===== config.mk =====
export PLATFORM = sky130hd
export DESIGN_NAME = nvs_sequencer
export DESIGN_NICKNAME = d
export VERILOG_FILES = /design/src/logic/nvs_pkg.sv /design/src/logic/nvs_sequencer.sv /design/src/logic/nvs_page_buffer.sv
export SDC_FILE = /design/constraint.sdc
export NUM_CORES = 1
export LEC_CHECK = 0
export BUFFER_PORTS_ARGS = -buffer_cell sky130_fd_sc_hd__buf_2
export CAP_MARGIN = 20
export CORE_ASPECT_RATIO = 0.8
export CORE_MARGIN = 2
export CORE_UTILIZATION = 40
export DETAILED_ROUTE_END_ITERATION = 10
export SLEW_MARGIN = 0
export SYNTH_ARGS = -nofsm -noshare
export SYNTH_HDL_FRONTEND = slang
export SYNTH_HIERARCHICAL = 1
export SYNTH_SLANG_ARGS = --single-unit

===== constraint.sdc =====
create_clock -name aclk -period 2.79 [get_ports aclk]
set_input_delay 0.279 -clock aclk [delete_from_list [all_inputs] [get_ports aclk]]
set_output_delay 0.279 -clock aclk [all_outputs]
set_load 0.02 [all_outputs]

===== src/logic/nvs_pkg.sv =====
// Package for the page command sequencer: register map, fields, timing.
// Assumes a 50 MHz aclk and an AXI4-Lite master on the register side.
package nvs_pkg;

	// ----------------------------------------------------------------
	// Register map (byte addresses, one aligned word each except the buffer window 0x80-0xff)
	// ----------------------------------------------------------------
	localparam logic [7:0] NVS_CMD_CTRL_OFS  = 8'h00;
	localparam logic [7:0] NVS_PROT_OFS      = 8'h04;
	localparam logic [7:0] NVS_STATUS_OFS    = 8'h08;
	localparam logic [7:0] NVS_INT_EN_OFS    = 8'h0c;
	localparam logic [7:0] NVS_INT_FLAG_OFS  = 8'h10;
	localparam logic [7:0] NVS_DATA_OFS      = 8'h18;
	localparam logic [7:0] NVS_ADDR_OFS      = 8'h20;
	localparam logic [7:0] NVS_KEY_OFS       = 8'h24;
	localparam logic [7:0] NVS_FUSE_OFS      = 8'h28;
	localparam logic [7:0] NVS_BUF_OFS       = 8'h80;
	localparam logic [7:0] NVS_BUF_MASK      = 8'h80;

	// ----------------------------------------------------------------
	// Fields and constants
	// ----------------------------------------------------------------
	localparam int         NVS_ST_FLASH_BUSY_FLAG      = 0;
	localparam int         NVS_ST_EEPROM_BUSY_FLAG     = 1;
	localparam int         NVS_ST_WRERR      = 2;
	localparam logic [7:0] NVS_SPM_KEY       = 8'h9d;
	localparam logic [2:0] NVS_KEY_WINDOW    = 3'h4;
	localparam int         NVS_PAGE_BYTES    = 32;
	localparam int         NVS_PAGE_AW       = 5;
	localparam logic [15:0] NVS_EE_BASE      = 16'h1400;
	localparam logic [15:0] NVS_EE_LIMIT     = 16'h1600;
	localparam logic [1:0] NVS_FUSE_TOUT_BIT = 2'h0;
	localparam logic [7:0] NVS_BUF_RESET     = 8'hff;

	// ----------------------------------------------------------------
	// Timing (ns, then cycles at 50 MHz)
	// ----------------------------------------------------------------
	localparam int NVS_CLK_NS       = 20;
	localparam int NVS_CLR_CYC      = 7;
	localparam int NVS_ARRAY_OP_NS  = 400;
	localparam int NVS_ARRAY_CYC    = (NVS_ARRAY_OP_NS + NVS_CLK_NS - 1)
		/ NVS_CLK_NS;
	localparam int NVS_LOCKOUT_NS   = 200000;
	localparam int NVS_LOCKOUT_CYC  = NVS_LOCKOUT_NS / NVS_CLK_NS;

	typedef enum logic [2:0] {
		NVS_CMD_NONE  = 3'h0,
		NVS_CMD_WRITE = 3'h1,
		NVS_CMD_ERASE = 3'h2,
		NVS_CMD_ERWR  = 3'h3,
		NVS_CMD_CLEAR = 3'h4,
		NVS_CMD_CHIP  = 3'h5,
		NVS_CMD_EEALL = 3'h6,
		NVS_CMD_FUSE  = 3'h7
	} nvs_cmd_e;

	typedef struct packed {
		logic        req;
		logic [15:0] addr;
		logic [7:0]  data;
	} nvs_store_s;

	typedef struct packed {
		logic                     start;
		nvs_cmd_e                 cmd;
		logic                     ee;
		logic [15:0]              addr;
		logic [NVS_PAGE_BYTES-1:0] mark;
	} nvs_array_s;

endpackage


===== src/logic/nvs_sequencer.sv =====
// Page command sequencer: AXI4-Lite registers, store path, command engine.
// Assumes the core stalls on cpu_stall and the arrays answer on arr_done.
//
// Our own choices: the address map and the AXI4-Lite interface to the registers.

// Overview of operation
// - Array loads stall while operation runs
// - One page buffer shared by all memories
// - Stores land in buffer by low address
// - Store ANDs new and old buffer byte
// - Buffer all ones after reset, ops, wake
// - Page write copies buffer, flash stalls core
// - EEPROM touches only marked bytes
// - Page erase needs a marked byte
// - EEPROM page erase leaves core running
// - Erase-and-write: erase, program, then clear
// - Buffer clear halts core seven cycles
// - Chip erase spares EEPROM if preserve fuse
// - Chip erase ignores boot lock, write protect
// - EEPROM erase halts core until done
// - Fuse write only from debug port
// - Power-on lockout: busy flags read one
// - Lockout skipped by fuse settings
// - Reset aborts array write in progress
// - Interrupt while enabled and flag set
// - Pending write keeps clock running in sleep
// - Ready interrupt wakes from idle only
// - Three-bit command decode zero to seven
// - Status bits: flash, eeprom busy, error
// - Ready flag set while idle, write-one clears only while busy
module nvs_sequencer
	import nvs_pkg::*;
#(
	parameter int LOCKOUT_CYC = NVS_LOCKOUT_CYC
)
(
	input  wire logic        aclk,
	input  wire logic        aresetn,
	input  wire logic [7:0]  s_axi_awaddr,
	input  wire logic        s_axi_awvalid,
	output logic             s_axi_awready,
	input  wire logic [31:0] s_axi_wdata,
	input  wire logic [3:0]  s_axi_wstrb,
	input  wire logic        s_axi_wvalid,
	output logic             s_axi_wready,
	output logic [1:0]       s_axi_bresp,
	output logic             s_axi_bvalid,
	input  wire logic        s_axi_bready,
	input  wire logic [7:0]  s_axi_araddr,
	input  wire logic        s_axi_arvalid,
	output logic             s_axi_arready,
	output logic [31:0]      s_axi_rdata,
	output logic [1:0]       s_axi_rresp,
	output logic             s_axi_rvalid,
	input  wire logic        s_axi_rready,
	input  wire logic        por_event,
	input  wire logic        from_debug_port,
	input  wire logic        fuse_timeout_disable,
	input  wire logic        fuse_reset_pin_debug,
	input  wire logic        fuse_eeprom_preserve,
	input  wire logic        boot_read_lock,
	input  wire logic        app_code_write_protect,
	input  wire logic        sys_sleep,
	input  wire logic        sys_sleep_idle,
	input  wire logic        sys_wake,
	input  wire logic        array_load_req,
	input  wire logic        arr_done,
	output nvs_array_s       arr_op,
	output logic [7:0]       arr_wdata,
	output logic [NVS_PAGE_AW-1:0] arr_idx,
	output logic             cpu_stall,
	output logic             clock_hold,
	output logic             irq,
	output logic             irq_wake
);

	typedef enum logic [2:0] {
		NVS_IDLE  = 3'b000,
		NVS_ERASE = 3'b001,
		NVS_PROG  = 3'b010,
		NVS_CLR   = 3'b011,
		NVS_WHOLE = 3'b100
	} nvs_state_e;

	nvs_state_e  state_q;
	nvs_cmd_e    cmd_q;
	logic        ee_q, flash_busy_flag_q, eeprom_busy_flag_q, wrerr_q, lock_q;
	logic        ie_q, ready_q, aw_q, w_q;
	logic [7:0]  awaddr_q, key_q;
	logic [31:0] wdata_q;
	logic [2:0]  key_cnt_q;
	logic [2:0]  clr_cnt_q;
	logic [31:0] lock_cnt_q;
	logic [15:0] addr_q, data_q, fuse_q;
	logic        por_m_q, por_q, wake_m_q, wake_q;
	logic        wr_fire, buf_clear, key_ok, cmd_wr;
	logic        any_mark;
	logic [NVS_PAGE_BYTES-1:0] mark;
	nvs_store_s  store;
	nvs_cmd_e    new_cmd;

	// Address classifier used by the command engine
	function automatic logic is_eeprom(input logic [15:0] a);
		return a >= NVS_EE_BASE && a < NVS_EE_LIMIT;
	endfunction

	// ----------------------------------------------------------------
	// Pin synchronisers
	// ----------------------------------------------------------------
	always_ff @(posedge aclk) begin
		if (!aresetn) begin
			por_m_q  <= 1'b0;
			por_q    <= 1'b0;
			wake_m_q <= 1'b0;
			wake_q   <= 1'b0;
		end else begin
			por_m_q  <= por_event;
			por_q    <= por_m_q;
			wake_m_q <= sys_wake;
			wake_q   <= wake_m_q;
		end
	end

	// ----------------------------------------------------------------
	// AXI4-Lite write path
	// ----------------------------------------------------------------
	assign s_axi_awready = !aw_q && !s_axi_bvalid;
	assign s_axi_wready  = !w_q && !s_axi_bvalid;
	assign s_axi_bresp   = 2'h0;
	assign wr_fire       = aw_q && w_q && !s_axi_bvalid;

	always_ff @(posedge aclk) begin
		if (!aresetn) begin
			aw_q         <= 1'b0;
			w_q          <= 1'b0;
			awaddr_q     <= 8'h00;
			wdata_q      <= 32'h0000_0000;
			s_axi_bvalid <= 1'b0;
		end else begin
			if (s_axi_awvalid && s_axi_awready) begin
				aw_q     <= 1'b1;
				awaddr_q <= s_axi_awaddr;
			end
			if (s_axi_wvalid && s_axi_wready) begin
				w_q     <= 1'b1;
				wdata_q <= s_axi_wstrb[0] ? s_axi_wdata : 32'hffff_ffff;
			end
			if (wr_fire) begin
				aw_q         <= 1'b0;
				w_q          <= 1'b0;
				s_axi_bvalid <= 1'b1;
			end else if (s_axi_bready) begin
				s_axi_bvalid <= 1'b0;
			end
		end
	end

	// ----------------------------------------------------------------
	// Protection key window and command acceptance
	// ----------------------------------------------------------------
	assign key_ok  = key_cnt_q != 3'h0;
	assign new_cmd = nvs_cmd_e'(wdata_q[2:0]);
	assign cmd_wr  = wr_fire && awaddr_q == NVS_CMD_CTRL_OFS && key_ok &&
		state_q == NVS_IDLE && !lock_q && new_cmd != NVS_CMD_NONE &&
		(new_cmd != NVS_CMD_FUSE || from_debug_port);

	always_ff @(posedge aclk) begin
		if (!aresetn) begin
			key_cnt_q <= 3'h0;
		end else if (wr_fire && awaddr_q == NVS_KEY_OFS &&
				wdata_q[7:0] == NVS_SPM_KEY) begin
			key_cnt_q <= NVS_KEY_WINDOW;
		end else if (wr_fire && awaddr_q == NVS_CMD_CTRL_OFS) begin
			key_cnt_q <= 3'h0;
		end else if (wr_fire && key_ok) begin
			key_cnt_q <= key_cnt_q - 3'h1;
		end
	end

	// ----------------------------------------------------------------
	// Power-on lockout
	// ----------------------------------------------------------------
	always_ff @(posedge aclk) begin
		if (!aresetn) begin
			lock_q     <= 1'b0;
			lock_cnt_q <= 32'h0000_0000;
		end else if (por_q && fuse_timeout_disable && !fuse_reset_pin_debug) begin
			lock_q     <= 1'b1;
			lock_cnt_q <= 32'(LOCKOUT_CYC);
		end else if (lock_cnt_q > 32'h1) begin
			lock_cnt_q <= lock_cnt_q - 32'h1;
		end else begin
			lock_q     <= 1'b0;
			lock_cnt_q <= 32'h0000_0000;
		end
	end

	// ----------------------------------------------------------------
	// Store path into the shared buffer
	// ----------------------------------------------------------------
	always_comb begin
		store.req  = wr_fire && (awaddr_q & NVS_BUF_MASK) == NVS_BUF_OFS &&
			!lock_q && state_q == NVS_IDLE;
		store.addr = {addr_q[15:NVS_PAGE_AW], awaddr_q[NVS_PAGE_AW+1:2]};
		store.data = wdata_q[7:0];
	end

	// Remember the target page from the most recent store
	always_ff @(posedge aclk) begin
		if (!aresetn) begin
			addr_q <= 16'h0000;
			data_q <= 16'h0000;
			fuse_q <= 16'h0000;
		end else begin
			if (wr_fire && awaddr_q == NVS_ADDR_OFS)
				addr_q <= wdata_q[15:0];
			else if (store.req)
				addr_q <= store.addr;
			if (wr_fire && awaddr_q == NVS_DATA_OFS)
				data_q <= wdata_q[15:0];
			if (state_q == NVS_WHOLE && cmd_q == NVS_CMD_FUSE && arr_done)
				fuse_q <= data_q;
		end
	end

	assign buf_clear = wake_q ||
		(state_q == NVS_CLR && clr_cnt_q == 3'h1);

	nvs_page_buffer u_buf (
		.aclk     (aclk),
		.aresetn  (aresetn),
		.store    (store),
		.clear    (buf_clear),
		.rd_idx   (arr_idx),
		.rd_data  (arr_wdata),
		.mark     (mark),
		.any_mark (any_mark)
	);

	// ----------------------------------------------------------------
	// Command engine
	// ----------------------------------------------------------------
	always_ff @(posedge aclk) begin
		if (!aresetn) begin
			state_q   <= NVS_IDLE;
			cmd_q     <= NVS_CMD_NONE;
			ee_q      <= 1'b0;
			clr_cnt_q <= 3'h0;
			wrerr_q   <= 1'b0;
		end else begin
			unique case (state_q)
				NVS_IDLE: begin
					if (cmd_wr) begin
						cmd_q   <= new_cmd;
						ee_q    <= is_eeprom(addr_q);
						wrerr_q <= 1'b0;
						unique case (new_cmd)
							NVS_CMD_WRITE: state_q <= NVS_PROG;
							NVS_CMD_ERASE, NVS_CMD_ERWR: begin
								if (any_mark)
									state_q <= NVS_ERASE;
								else
									wrerr_q <= 1'b1;
							end
							NVS_CMD_CLEAR: begin
								state_q   <= NVS_CLR;
								clr_cnt_q <= 3'(NVS_CLR_CYC);
							end
							default: state_q <= NVS_WHOLE;
						endcase
					end else if (wr_fire && awaddr_q == NVS_CMD_CTRL_OFS) begin
						wrerr_q <= 1'b1;
					end
				end
				NVS_ERASE: if (arr_done)
					state_q <= (cmd_q == NVS_CMD_ERWR) ? NVS_PROG : NVS_CLR;
				NVS_PROG, NVS_WHOLE: if (arr_done) begin
					state_q   <= NVS_CLR;
					clr_cnt_q <= 3'(NVS_CLR_CYC);
				end
				NVS_CLR: begin
					clr_cnt_q <= clr_cnt_q - 3'h1;
					if (clr_cnt_q == 3'h1)
						state_q <= NVS_IDLE;
				end
				default: state_q <= NVS_IDLE;
			endcase
			if (state_q == NVS_ERASE && arr_done && cmd_q != NVS_CMD_ERWR)
				clr_cnt_q <= 3'(NVS_CLR_CYC);
		end
	end

	// Array request: marks given for EEPROM, chip erase ignores locks
	always_comb begin
		arr_op.start = (state_q == NVS_ERASE || state_q == NVS_PROG ||
			state_q == NVS_WHOLE) && !arr_done;
		arr_op.cmd   = (state_q == NVS_ERASE) ? NVS_CMD_ERASE :
			(state_q == NVS_PROG) ? NVS_CMD_WRITE : cmd_q;
		arr_op.ee    = (cmd_q == NVS_CMD_CHIP) ? !fuse_eeprom_preserve : ee_q;
		arr_op.addr  = addr_q;
		arr_op.mark  = ee_q ? mark : '1;
	end
	assign arr_idx = addr_q[NVS_PAGE_AW-1:0];

	// ----------------------------------------------------------------
	// Busy flags, stall, ready flag, interrupt, sleep
	// ----------------------------------------------------------------
	always_comb begin
		flash_busy_flag_q  = lock_q || (state_q != NVS_IDLE &&
			(!ee_q || cmd_q == NVS_CMD_CHIP || cmd_q == NVS_CMD_CLEAR));
		eeprom_busy_flag_q = lock_q || (state_q != NVS_IDLE && ee_q);
	end

	assign cpu_stall = (array_load_req && state_q != NVS_IDLE) ||
		(state_q != NVS_IDLE && (!ee_q || cmd_q == NVS_CMD_EEALL ||
			cmd_q == NVS_CMD_CLEAR));
	assign clock_hold = sys_sleep && state_q != NVS_IDLE;

	always_ff @(posedge aclk) begin
		if (!aresetn) begin
			ready_q <= 1'b0;
			ie_q    <= 1'b0;
		end else begin
			if (wr_fire && awaddr_q == NVS_INT_EN_OFS)
				ie_q <= wdata_q[0];
			if (!eeprom_busy_flag_q && state_q == NVS_IDLE)
				ready_q <= 1'b1;
			else if (wr_fire && awaddr_q == NVS_INT_FLAG_OFS && wdata_q[0])
				ready_q <= 1'b0;
		end
	end

	assign irq      = ie_q && ready_q;
	assign irq_wake = irq && sys_sleep_idle;

	// ----------------------------------------------------------------
	// AXI4-Lite read path
	// ----------------------------------------------------------------
	assign s_axi_arready = !s_axi_rvalid;
	assign s_axi_rresp   = 2'h0;

	always_ff @(posedge aclk) begin
		if (!aresetn) begin
			s_axi_rvalid <= 1'b0;
			s_axi_rdata  <= 32'h0000_0000;
		end else if (s_axi_arvalid && s_axi_arready) begin
			s_axi_rvalid <= 1'b1;
			unique case (s_axi_araddr)
				NVS_CMD_CTRL_OFS: s_axi_rdata <= {29'h0, cmd_q};
				NVS_PROT_OFS:     s_axi_rdata <= {30'h0, boot_read_lock,
					app_code_write_protect};
				NVS_STATUS_OFS:   s_axi_rdata <= {29'h0, wrerr_q, eeprom_busy_flag_q,
					flash_busy_flag_q};
				NVS_INT_EN_OFS:   s_axi_rdata <= {31'h0, ie_q};
				NVS_INT_FLAG_OFS: s_axi_rdata <= {31'h0, ready_q};
				NVS_DATA_OFS:     s_axi_rdata <= {16'h0, data_q};
				NVS_ADDR_OFS:     s_axi_rdata <= {16'h0, addr_q};
				NVS_FUSE_OFS:     s_axi_rdata <= {16'h0, fuse_q};
				default:          s_axi_rdata <= 32'h0000_0000;
			endcase
		end else if (s_axi_rready) begin
			s_axi_rvalid <= 1'b0;
		end
	end

	// ----------------------------------------------------------------
	// Checks
	// ----------------------------------------------------------------
	a_load_stall: assert property (@(posedge aclk) disable iff (!aresetn)
		array_load_req && state_q != NVS_IDLE |-> cpu_stall)
		else $error("array load not stalled during operation");
	a_clear_seven: assert property (@(posedge aclk) disable iff (!aresetn)
		cmd_wr && new_cmd == NVS_CMD_CLEAR |=> cpu_stall [*7] ##1 !flash_busy_flag_q)
		else $error("buffer clear did not halt for seven cycles");
	a_erase_needs: assert property (@(posedge aclk) disable iff (!aresetn)
		cmd_wr && new_cmd == NVS_CMD_ERASE && !any_mark |=> state_q == NVS_IDLE)
		else $error("page erase ran with empty buffer");
	a_fuse_port: assert property (@(posedge aclk) disable iff (!aresetn)
		wr_fire && awaddr_q == NVS_CMD_CTRL_OFS && new_cmd == NVS_CMD_FUSE &&
		state_q == NVS_IDLE && !from_debug_port |=> state_q == NVS_IDLE)
		else $error("fuse write accepted from core");
	a_lock_busy: assert property (@(posedge aclk) disable iff (!aresetn)
		lock_q |-> flash_busy_flag_q && eeprom_busy_flag_q && !store.req && !cmd_wr)
		else $error("write allowed during lockout");
	a_irq_level: assert property (@(posedge aclk) disable iff (!aresetn)
		irq == (ie_q && ready_q))
		else $error("interrupt does not follow flag and enable");
	a_busy_accept: assert property (@(posedge aclk) disable iff (!aresetn)
		cmd_wr && !(new_cmd inside {NVS_CMD_ERASE, NVS_CMD_ERWR})
		|=> flash_busy_flag_q || eeprom_busy_flag_q)
		else $error("busy not raised after accepted command");
	a_sleep_hold: assert property (@(posedge aclk) disable iff (!aresetn)
		sys_sleep && state_q != NVS_IDLE |-> clock_hold)
		else $error("clock released during pending write");
	a_erwr_order: assert property (@(posedge aclk) disable iff (!aresetn)
		state_q == NVS_ERASE && cmd_q == NVS_CMD_ERWR && arr_done
		|=> state_q == NVS_PROG)
		else $error("erase-and-write skipped program step");
	c_clear: cover property (@(posedge aclk) cmd_wr && new_cmd == NVS_CMD_CLEAR);
	c_erwr: cover property (@(posedge aclk) state_q == NVS_PROG && cmd_q == NVS_CMD_ERWR);
	c_irq: cover property (@(posedge aclk) irq);

endmodule


===== src/logic/nvs_page_buffer.sv =====
// Shared page buffer with AND-merge stores and per-byte mark bits.
// Assumes one store or one clear per cycle from the sequencer.
module nvs_page_buffer
	import nvs_pkg::*;
(
	input  wire logic                      aclk,
	input  wire logic                      aresetn,
	input  wire nvs_store_s                store,
	input  wire logic                      clear,
	input  wire logic [NVS_PAGE_AW-1:0]    rd_idx,
	output logic      [7:0]                rd_data,
	output logic      [NVS_PAGE_BYTES-1:0] mark,
	output logic                           any_mark
);

	logic [7:0] buf_q [NVS_PAGE_BYTES];
	logic [NVS_PAGE_BYTES-1:0] mark_q;

	// ----------------------------------------------------------------
	// Storage
	// ----------------------------------------------------------------
	genvar gi;
	generate
		for (gi = 0; gi < NVS_PAGE_BYTES; gi++) begin : g_byte
			always_ff @(posedge aclk) begin
				if (!aresetn || clear) begin
					buf_q[gi] <= NVS_BUF_RESET;
					mark_q[gi] <= 1'b0;
				end else if (store.req &&
						store.addr[NVS_PAGE_AW-1:0] == NVS_PAGE_AW'(gi)) begin
					buf_q[gi] <= buf_q[gi] & store.data;
					mark_q[gi] <= 1'b1;
				end
			end
		end
	endgenerate

	assign rd_data  = buf_q[rd_idx];
	assign mark     = mark_q;
	assign any_mark = |mark_q;

	a_and_merge: assert property (@(posedge aclk) disable iff (!aresetn)
		store.req && !clear |=> buf_q[$past(store.addr[NVS_PAGE_AW-1:0])] ==
			($past(buf_q[store.addr[NVS_PAGE_AW-1:0]]) & $past(store.data)))
		else $error("page buffer store did not AND-merge");
	a_clear_ones: assert property (@(posedge aclk) disable iff (!aresetn)
		clear |=> buf_q[0] == NVS_BUF_RESET && mark_q == '0)
		else $error("page buffer not all ones after clear");

endmodule


After elaboration in Yosys (flattened, before gate mapping)
Memories as Yosys holds them, arrays and structs flattened. A register that Yosys moved wholly into a read port is not among the register bits.
Index checks and enable logic that the tools add are counted.

storage, ports and cells
  memories kept = 1
  bits of input ports = 71
  output and inout bits = 111
  memory bits (writable) = 256
  flip-flop bits (word level) = 193

memory list
  name         depth  width  rd ports  clocked after Yosys merged registers in  wr ports  RTL line               text
  u_buf.buf_q  32     8      33        1                                        32        nvs_page_buffer.sv:16  logic [7:0] buf_q [NVS_PAGE_BYTES];

cells by class
  reduce and logical (&&, ||, !) cells = 120
  equal/unequal tests = 69
  bitwise operators = 66
  muxes and demuxes = 170
  order comparisons = 3
  add/subtract/negate cells = 3

operator list
  kind                                                                                   count
  8-bit AND                                                                              32
  8-bit 2-to-1 mux                                                                       32
  16-bit case mux with 8 select lines                                                    1
  1-bit 2-to-1 mux                                                                       112
  5-bit == test, second input constant                                                   16
  1-bit logical AND                                                                      73
  3-bit 2-to-1 mux                                                                       14
  5-bit by 4-bit == test with 1-bit output, second input constant                        8
  8-bit by 5-bit == test with 1-bit output, second input constant                        4
  8-bit by 6-bit == test with 1-bit output, second input constant                        4
  32-bit by 1-bit > comparator with 1-bit output, second input constant                  1
  16-bit 2-to-1 mux                                                                      2
  32-bit 2-to-1 mux                                                                      1
  1-bit bitwise OR                                                                       32
  32-bit OR reduction                                                                    1
  32-bit by 1-bit subtractor with 32-bit output, second input constant                   1
  14-bit 2-to-1 mux                                                                      2
  8-bit by 4-bit == test with 1-bit output, second input constant                        3
  5-bit by 3-bit == test with 1-bit output, second input constant                        4
  3-bit == test, second input constant                                                   6
  3-bit case mux with 3 select lines                                                     2
  16-bit by 13-bit greater-or-equal comparator with 1-bit output, second input constant  1
  8-bit logical NOT                                                                      2
  16-bit by 13-bit less-than comparator with 1-bit output, second input constant         1
  26 further kinds                                                                       76

Longest topological paths before layout
Gate-level depths: netlist of the first run.

  depth in word-level cells = 11
  mapped depth = 10
  gate-level depth less buffers = 7

Modules after synthesis
Netlist of the first run, hierarchy kept.

modules (own cells, without submodules)
  module           instances  cells an instance  seq. area each (sq um)  area an instance (sq um)
  nvs_page_buffer  1          935                8,328.0                 13,265.2
  nvs_sequencer    1          833                2,902.8                 7,003.0

Worst setup path after synthesis of the first run
Ideal clock, no wire load.

  kind = register to register
  from = register state_q[0]
  to = memory u_buf.buf_q[31][0] (enable)
  buffers on the path = 4
  arrival time = 2,054 ps
  cell stages (with the launch flop) = 9
  period minus slack after synthesis = 2,438 ps
  required time = 2,406 ps
  path slack = 352 ps
  path through = dfxtp_1 -> clkbuf_1 -> clkbuf_1 -> nand2_1 -> o21bai_1 -> nor2b_1 -> clkbuf_1 -> clkbuf_1 -> o21ai_0

RTL lines
  element                 RTL line               text
  start, declared         nvs_sequencer.sv:85    nvs_state_e state_q;
  start signal, assigned  nvs_sequencer.sv:276   state_q <= (cmd_q == NVS_CMD_ERWR) ? NVS_PROG : NVS_CLR;
  end, declared           nvs_page_buffer.sv:16

==> out/summary.md, run 1 <==
The tools report the total number of vias as 15.1k. Setup repair after global routing could not meet its margin everywhere. The design draws 15.2 mW. For the wire length the detailed router placed on met1, the log shows 27200 um. On the final layout, the worst hold slack is 24.6 ps. Using the TritonRoute via totals, the vias-per-cell ratio works out to 5.60.

For the clock sink total, the log shows 433. The area enclosed by the die boundary is 52500 sq um. Max-cap violations in this run came to 0. The type of the most critical hold path was input pin to flip-flop. The critical path contains buffers and inverters numbering 2 combined.

The clock tree root buffer cell is sky130_fd_sc_hd__clkbuf_16. The register area share after synthesis was 55.4%. In this run the number of H-tree levels came out at 2. Once detailed placement completed, the half-perimeter wirelength came to 38800 um. Data on the critical path is required at its endpoint by 2510 ps. The run gives 26.5 ps as the clock skew.

In this run, synthesis produced a sequential element count of 433. In the final routed layout, each cell accounts on average for 21.6 um. Summed over all nets, wire length on met3 after detailed routing comes to 4450 um. The logs give 25300 um for the total length of routed met2 wires and 1768 for the cell count after synthesis. The count of unique library cells instantiated by Yosys is 71, and the worst-case vdd ir drop is 0.438 mV. The number of antenna-violating nets in the routed design came out at 0. TritonCTS built the clock tree.

In this run the static leakage power is 7.70 nW. STA classifies the critical path startpoint as a flip-flop. The tools report the count of pins on the block boundary as 182.

The maximum number of pins on one net before global-route repair was 68. The fraction of the cycle the final worst path needs is 111%, and the worst max-slew margin expressed relative to the limit is 39.2%. On the worst path, the slowest cell contributes a delay of 600 ps.

Cells with a size suffix above 1 make up 22.5% of the layout. For this run, asynchronously set or reset flops after synthesis account for 0%. The number of hold violations in the final report was 0; the fraction of synthesized cell area taken by the top area cell type was 37.9%.

The synthesized area divided by synthesized cell count came out at 11.5 sq um. The die is 256 um wide. Sorting the synthesized cells by area gives the leading types as sky130_fd_sc_hd__edfxtp_1 38%, sky130_fd_sc_hd__dfxtp_1 17%, sky130_fd_sc_hd__mux4_2 8.9%. The global-route wire length before repair was 87400 um; the number of buffers created by CTS was 43.

In this run the power density over the cells is 633 nW/um^2. For this run, design rule violations remaining after detail routing come to 0. For the pin with the worst max-slew slack, the measured transition is 910 ps. The run gives 2572 as the post-placement cell count.

The cell with the most instances on the worst path was sky130_fd_sc_hd__mux4_2. The overall routed net length was 58100 um; the final critical-path required period was 3090 ps. The floorplan step set the die height to 205 um. The highest metal layer with signal wires is met4. The run finished, with violations left. After clock tree synthesis, the clock-pin slew on the worst setup and hold paths is 60 ps. The number of max-slew violations in the final report is 0. Primary flip-flop cell chosen by synthesis mapping: sky130_fd_sc_hd__edfxtp_1. The critical path goes through buf_6 > mux4_2 > mux4_2 > mux2_2 > buf_2.

The element type at the critical path end was a primary output. The cell at the slowest stage of the critical path is sky130_fd_sc_hd__mux4_2. Relative to the synthesized area, the layout overhead comes to 18.3%. The leading area contributor after synthesis was sky130_fd_sc_hd__edfxtp_1. Global routing used 21.5% of the available tracks across all layers. For the count of nets after finishing, the log shows 2060. For this run, the share of the core covered by cells in the final layout is 48.1%.

The sum of overflow across all layers after global routing came out at 0. The critical path start-end classification was flip-flop to primary output. The synthesized area was 20300 sq um; the starting density of the core was 40.6%. The placement row count was 73. For the number of buffers on the longest clock path, the log shows 3. Data on the critical path arrives at its endpoint at 2810 ps. The largest fanout on the critical path is 9. For the initial antenna violation count, the log shows 0. The final cell count without fillers was 2693. At the end of routability-driven placement, the weighted congestion stood at 0.823. The slack of the critical path is -301 ps. The run gives 8 as the final setup violation count. The final reports fail on setup timing. For the number of global-route vias before repair, the log shows 14.4k. Number of enable-type register cells in the synthesized netlist: 256. Yosys printed 6 warnings.

The detailed-router iteration count before antenna repair is 5. Clock latency on the worst-skew pair, taken at its later pin, is 560 ps. After the first detailed-routing iteration, the DRC count stood at 1465. Before CTS, the worst setup slack after placement is 204 ps. The maximum operating frequency was 323 MHz. The kind of cell with the highest combined delay along the critical path is multiplexers.

In this run the standard cell core region covers 49900 sq um. The count of buffers added on input and output ports is 142. The antenna diode count is 0.
==> power breakdown <==
| part | leakage [nW] | internal (mW) | switching, mW |
|---|---|---|---|
| registers | 3.21 | 6.97 | 0.253 |
| clock network | 0.704 | 3.38 | 2.51 |
| logic | 3.78 | 0.778 | 1.28 |
==> sequential cells by signal (all words and copies together) (netlist names), 3 cells and up <==
signal,flops
state_q,3
fuse_q,16
u_buf/mark,32
wdata_q,16
data_q,16
awaddr_q,8
lock_cnt_q,32
key_cnt_q,3
cmd_q,3
s_axi_rdata,16
clr_cnt_q,3
addr_q,16
u_buf/buf_q,256
==> kinds of logic after synthesis <==
family                   synth area share (%)
adder cells (fa/ha/maj)                 0.420
AND/OR/NAND/NOR                          14.4
flip-flops                               55.4
XOR/XNOR                                 1.30
multiplexers                             11.0
AO/OA/AOI/OAI                            12.7
buffers and inverters                    4.72
other                                  0.0185
==> cells in the mapped netlist, drive strengths merged (4+ instances only) <==
master and instances:
a211oi 5, mux2 9, a21o 188, a21oi 47
clkbuf 77, buf 76, inv 32, o21ai 67
ha 6, nor2b 10, dfxtp 177, nor2 117
or3 8, nand2 309, xnor2 18, nor3 21
nor4 22, xor2 12, mux4 80, and4b 4
a31oi 5, edfxtp 256, nor4bb 5, a22oi 5
nand2b 39, and2 10, or4 6, mux2i 33
a222oi 13, nor4b 4, nand4b 9, nand4 17
nand3 25, a311oi 17
==> cell usage in the layout (no fill, tap or decap), drive strengths merged, types with 20 or more instances in the layout <==
cell type	instances
nand2	309
buf	275
edfxtp	256
a21o	188
dfxtp	177
nor2	117
mux4	80
o21ai	67
clkbuf	60
a21oi	47
nand2b	39
mux2i	33
inv	33
dlygate4sd3	27
nand3	25
nor4	22
nor3	21
conb	20
==> per-stage QoR <==
step	setup TNS [ps]	instance area [sq um]
2_1_floorplan	0	20300
3_3_place_gp	0	22100
3_5_place_dp	0	22100
4_1_cts	-2310	23900
5_1_grt	-2610	24000
6_report	-2180	24000
==> tightest hold or removal path: cells and delay by family <==
| family | cells | cell delay (ps) |
|---|---|---|
| AO/OA/AOI/OAI | 1 | 70 |
| AND/OR/NAND/NOR | 1 | 80 |
| buffers and inverters | 1 | 100 |
==> path summary, 6_finish.rpt <==
path / start / end / slack (ps) / cells past startpoint
worst max-delay path: addr_q[1]$_SDFFE_PN0P_ / arr_wdata[4] / -300 / 5
worst min register to register: por_m_q$_SDFF_PN0_ / por_q$_SDFF_PN0_ / 440 / 1
worst min-delay path: s_axi_awaddr[3] / awaddr_q[3]$_SDFFE_PN0P_ / 20 / 3
worst max register to register: state_q[1]$_SDFFE_PN0P_ / u_buf/buf_q[18][0]$_SDFFCE_PN1P_ / 150 / 6
==> repair_timing <==
item / 4_1_cts / 5_1_grt
hold buffers: 27 / 0
buffers inserted: 5 / 5
gates cloned: 0 / 3
gates resized for setup: 8 / 2
endpoints found under the setup margin: 8 / 8
endpoints found under the hold margin: 26 / 0
==> routing by layer <==
metal / up-vias / global-route usage [%]
met5: - / 0
met4: 0 / 5.33
met3: 83 / 3.94
met2: 547 / 32.7
met1: 7598 / 31.8
li1: 6857 / -
==> final cells by class <==
| type | instances | area, sq um |
|---|---|---|
| Fill cell | 4560 | 25900 |
| Sequential cell | 433 | 11200 |
| Multi-Input combinational cell | 1169 | 8180 |
| Timing Repair Buffer | 304 | 2160 |
| Clock buffer | 58 | 1230 |
| Tap cell | 675 | 845 |
| Clock inverter | 22 | 196 |
| Inverter | 32 | 120 |
(Power assumes the default switching activity.)
==> run 2: changes to the inputs <==
Settings changed: ABC_AREA set to 1.
==> out/summary.md, run 2 <==
The flow ran to the end, and the final reports show no timing, DRC or antenna violations. The share of synthesized area in the top cell type comes to 35.5%. The library cells used most frequently in the layout, excluding fill and tap cells, are 1134 x sky130_fd_sc_hd__nand2_1, 256 x sky130_fd_sc_hd__edfxtp_1, 237 x sky130_fd_sc_hd__nand3_1.

At the worst endpoint, the required time is 2510 ps. The setup TNS after final layout came out at 0 ps. For this run, the number of Yosys warnings is 6. The number of buffers created by CTS came out at 47. The setup path with the least slack is of type flip-flop to primary output. The logs give 433 for the clock sink total and 32.2 ps for the worst hold-check slack. Net switching is 28.9% of the power.

The count of fill cells added during filler insertion was 5316. In this run the power density over the cells is 654 nW/um^2. Clock-pin slew was measured on the worst setup and hold paths at 60 ps.

The logs give 36.3% for the worst max-slew margin expressed relative to the limit and 25.6 ps for the clock skew. The first routing iteration left 1918 violations. In the routed layout, each cell is associated on average with a via count of 5.22. The data arrival time of the critical path was 2420 ps; the number of design rule violations left after detail routing was 0. The worst-case IR drop observed on VDD is 0.492 mV. The primary flip-flop cell chosen by synthesis mapping is sky130_fd_sc_hd__edfxtp_1. The number of hold violations in the final report is 0, and the count of nets after finishing is 2907.

Internal power comes to 11.3 mW. Final critical-path required period: 2700 ps. The count of nets left with antenna violations once routing finished came out at 0. The detailed-router iteration count before antenna repair was 6. The share of total power dissipated in combinational logic is 17.0%. The total number of vias is 18.6k. TritonCTS built the clock tree.

The fraction of registers with async set or reset after synthesis was 0%. The share of total power dissipated in the clock network is 38.0%. The horizontal die dimension works out to 264 um. Max-cap violations in this run came to 0. At the pin with the least slew margin, the transition time is 947 ps. Of the total power, registers draw 45.0%. The element type at the critical path end is a primary output. After technology mapping, the gate count stands at 2723. The first global-routing pass estimated 95800 um of wire. The placement row count came out at 76. The weighted congestion reported at the end of routability-driven placement was 0.995; the final setup violation count was 0.

More flip-flops sit in one register than any other, and that register is u_buf/buf_q. In this run the worst hold path is classified as input pin to flip-flop. The number of global-route vias before repair was 17.3k; the number of enable-type register cells in the synthesized netlist was 256.

In the finished design, the share of the clock period the worst path needs comes to 96.9%. A synthesized cell averages 7.95 sq um. The HPWL after detailed placement is 42400 um.

Sorting the synthesized cells by area gives the leading types as sky130_fd_sc_hd__edfxtp_1 35%, sky130_fd_sc_hd__nand2_1 20%, sky130_fd_sc_hd__dfxtp_1 16%. For the sum of overflow across all layers after global routing, the log shows 0. Of the cells placed in the final design, the portion with a size suffix greater than 1 is 12.8%.

The antenna diode count was 0. The flip-flop and latch area came out at 11200 sq um. 182 I/O pins were placed. In this run, synthesis produced a sequential element count of 433. The clock tree root buffer cell is sky130_fd_sc_hd__clkbuf_16. Setup repair after global routing left no endpoint under its margin. The synthesized area came out at 21700 sq um. Yosys instantiated no cell more often than sky130_fd_sc_hd__nand2_1. Entering global routing, the biggest net connects 86 pins. In this run the number of H-tree levels came out at 2. In this run the power spent charging and discharging nets is 4.61 mW. The leakage power total came out at 9.02 nW. The library cell used most frequently in the layout, excluding fill and tap cells, is sky130_fd_sc_hd__nand2_1. In the global route stage, overall resource usage came out at 21.7%. The register with the most flip-flops in the layout has 256 of them. The largest fanout on the critical path was 68; the area of the core was 53600 sq um. In this run the tool buffered the top-level ports with 142 buffer cells.

The category of the worst setup path launch point is a flip-flop. The tools report the overall routed net length as 62300 um. The die covers 56000 sq um. The later pin in the worst-skew pair is clocked with a latency of 590 ps. The multi-input combinational cells in the finished layout cover a total of 8730 sq um. The initial antenna violation count is 0, and the area overhead of the layout relative to synthesis is 12.4%.

After synthesis, the most frequently instantiated cells are 1136 x sky130_fd_sc_hd__nand2_1, 256 x sky130_fd_sc_hd__edfxtp_1, 237 x sky130_fd_sc_hd__nand3_1. Leading area contributor after synthesis: sky130_fd_sc_hd__edfxtp_1. The count of unique library cells instantiated by Yosys is 45. For this run, the top clock speed supported by timing is 370 MHz. The number of max-slew violations in the final report was 0; the die span in y was 212 um. For this configuration, the core starts out at a cell density of 40.4%.

The longest clock path from root to sink contains 3 buffers. The post-detailed-route wirelength per cell works out to 17.5 um. Sequential cells were found to cover 51.8% of the synthesized design area.
## run 2: what timing repair did
item | in CTS | in global routing
pin swaps | 0 | 0
cloned | 0 | 1
hold buffers | 14 | 0
setup buffers | 0 | 0
endpoints found under the hold margin | 14 | 0
resized for setup | 1 | 8
endpoints found under the setup margin | 8 | 34
## run 2: cells by family (layout without fill, tap and decap cells)
| group | Yosys count | in the layout | synth area share, % |
|---|---|---|---|
| xor+xnor | 30 | 30 | 1.21 |
| flops | 433 | 433 | 51.8 |
| buf+inv | 362 | 481 | 8.23 |
| other cells | 1 | 20 | 0.0173 |
| mux | 1 | 1 | 0.0462 |
| compound gates | 209 | 209 | 5.56 |
| fa+ha+maj | 6 | 6 | 0.347 |
| simple gates | 1681 | 1681 | 32.7 |
## run 2: area by class of cell
| cell class | count | area share (%) |
|---|---|---|
| Inverter | 204 | 3.15 |
| Tap cell | 702 | 3.61 |
| Multi-Input combinational cell | 1947 | 35.9 |
| Clock buffer | 67 | 5.51 |
| Timing Repair Buffer | 197 | 5.18 |
| Clock inverter | 13 | 0.524 |
| Sequential cell | 433 | 46.2 |
## run 2: power groups by stage
| stage | clock (mW) | combinational, mW | sequential (mW) |
|---|---|---|---|
| final | 6.05 | 2.71 | 7.17 |
| after global routing | 6.39 | 3.04 | 7.19 |
| after CTS | 6.18 | 2.69 | 7.16 |
| after detailed placement | 0 | 2.66 | 7.29 |
| after global placement | 0 | 2.62 | 7.29 |
| after floorplan | 0 | 2.07 | 7.25 |
## run 2: final timing paths
path                                 from                                to  slack [ps]  cells after the start
setup / recovery   addr_q[1]$_SDFFE_PN0P_                      arr_wdata[2]          90                      9
hold / removal             s_axi_wdata[2]           wdata_q[2]$_SDFFE_PN0P_          30                      3
setup reg to reg  state_q[0]$_SDFFE_PN0P_  u_buf/buf_q[10][1]$_SDFFCE_PN1P_         230                     13
hold reg to reg       wake_m_q$_SDFF_PN0_                 wake_q$_SDFF_PN0_         420                      2
## run 2: critical path: stages, from the launching register on
cell	delay, ps
sky130_fd_sc_hd__dfxtp_2	340
sky130_fd_sc_hd__buf_6	480
sky130_fd_sc_hd__nand3_1	250
sky130_fd_sc_hd__nand3_1	150
sky130_fd_sc_hd__nand2_1	120
sky130_fd_sc_hd__nand2_1	100
sky130_fd_sc_hd__nand2_1	60
sky130_fd_sc_hd__nand2_1	50
sky130_fd_sc_hd__nand2_1	80
sky130_fd_sc_hd__buf_2	170
## run 2: layer usage
| metal | global-route usage, % | wire (um) |
|---|---|---|
| met2 | 33.4 | 27500 |
| met1 | 31.2 | 28400 |
| met4 | 7.48 | 1560 |
| met3 | 3.19 | 4810 |
| met5 | 0 | 0 |
## run 2: metrics by stage
stage	total power, mW	worst slack (ps)	utilization, %	std cells	area [sq um]
6_report	15.9	87.6	45.4	3563	24300
3_3_place_gp	9.91	311	42.3	3468	22700
3_5_place_dp	9.95	282	42.3	3468	22700
4_1_cts	16.0	11.9	45.3	3562	24300
2_1_floorplan	9.31	525	-	2742	21700
5_1_grt	16.6	3.17	45.4	3563	24300
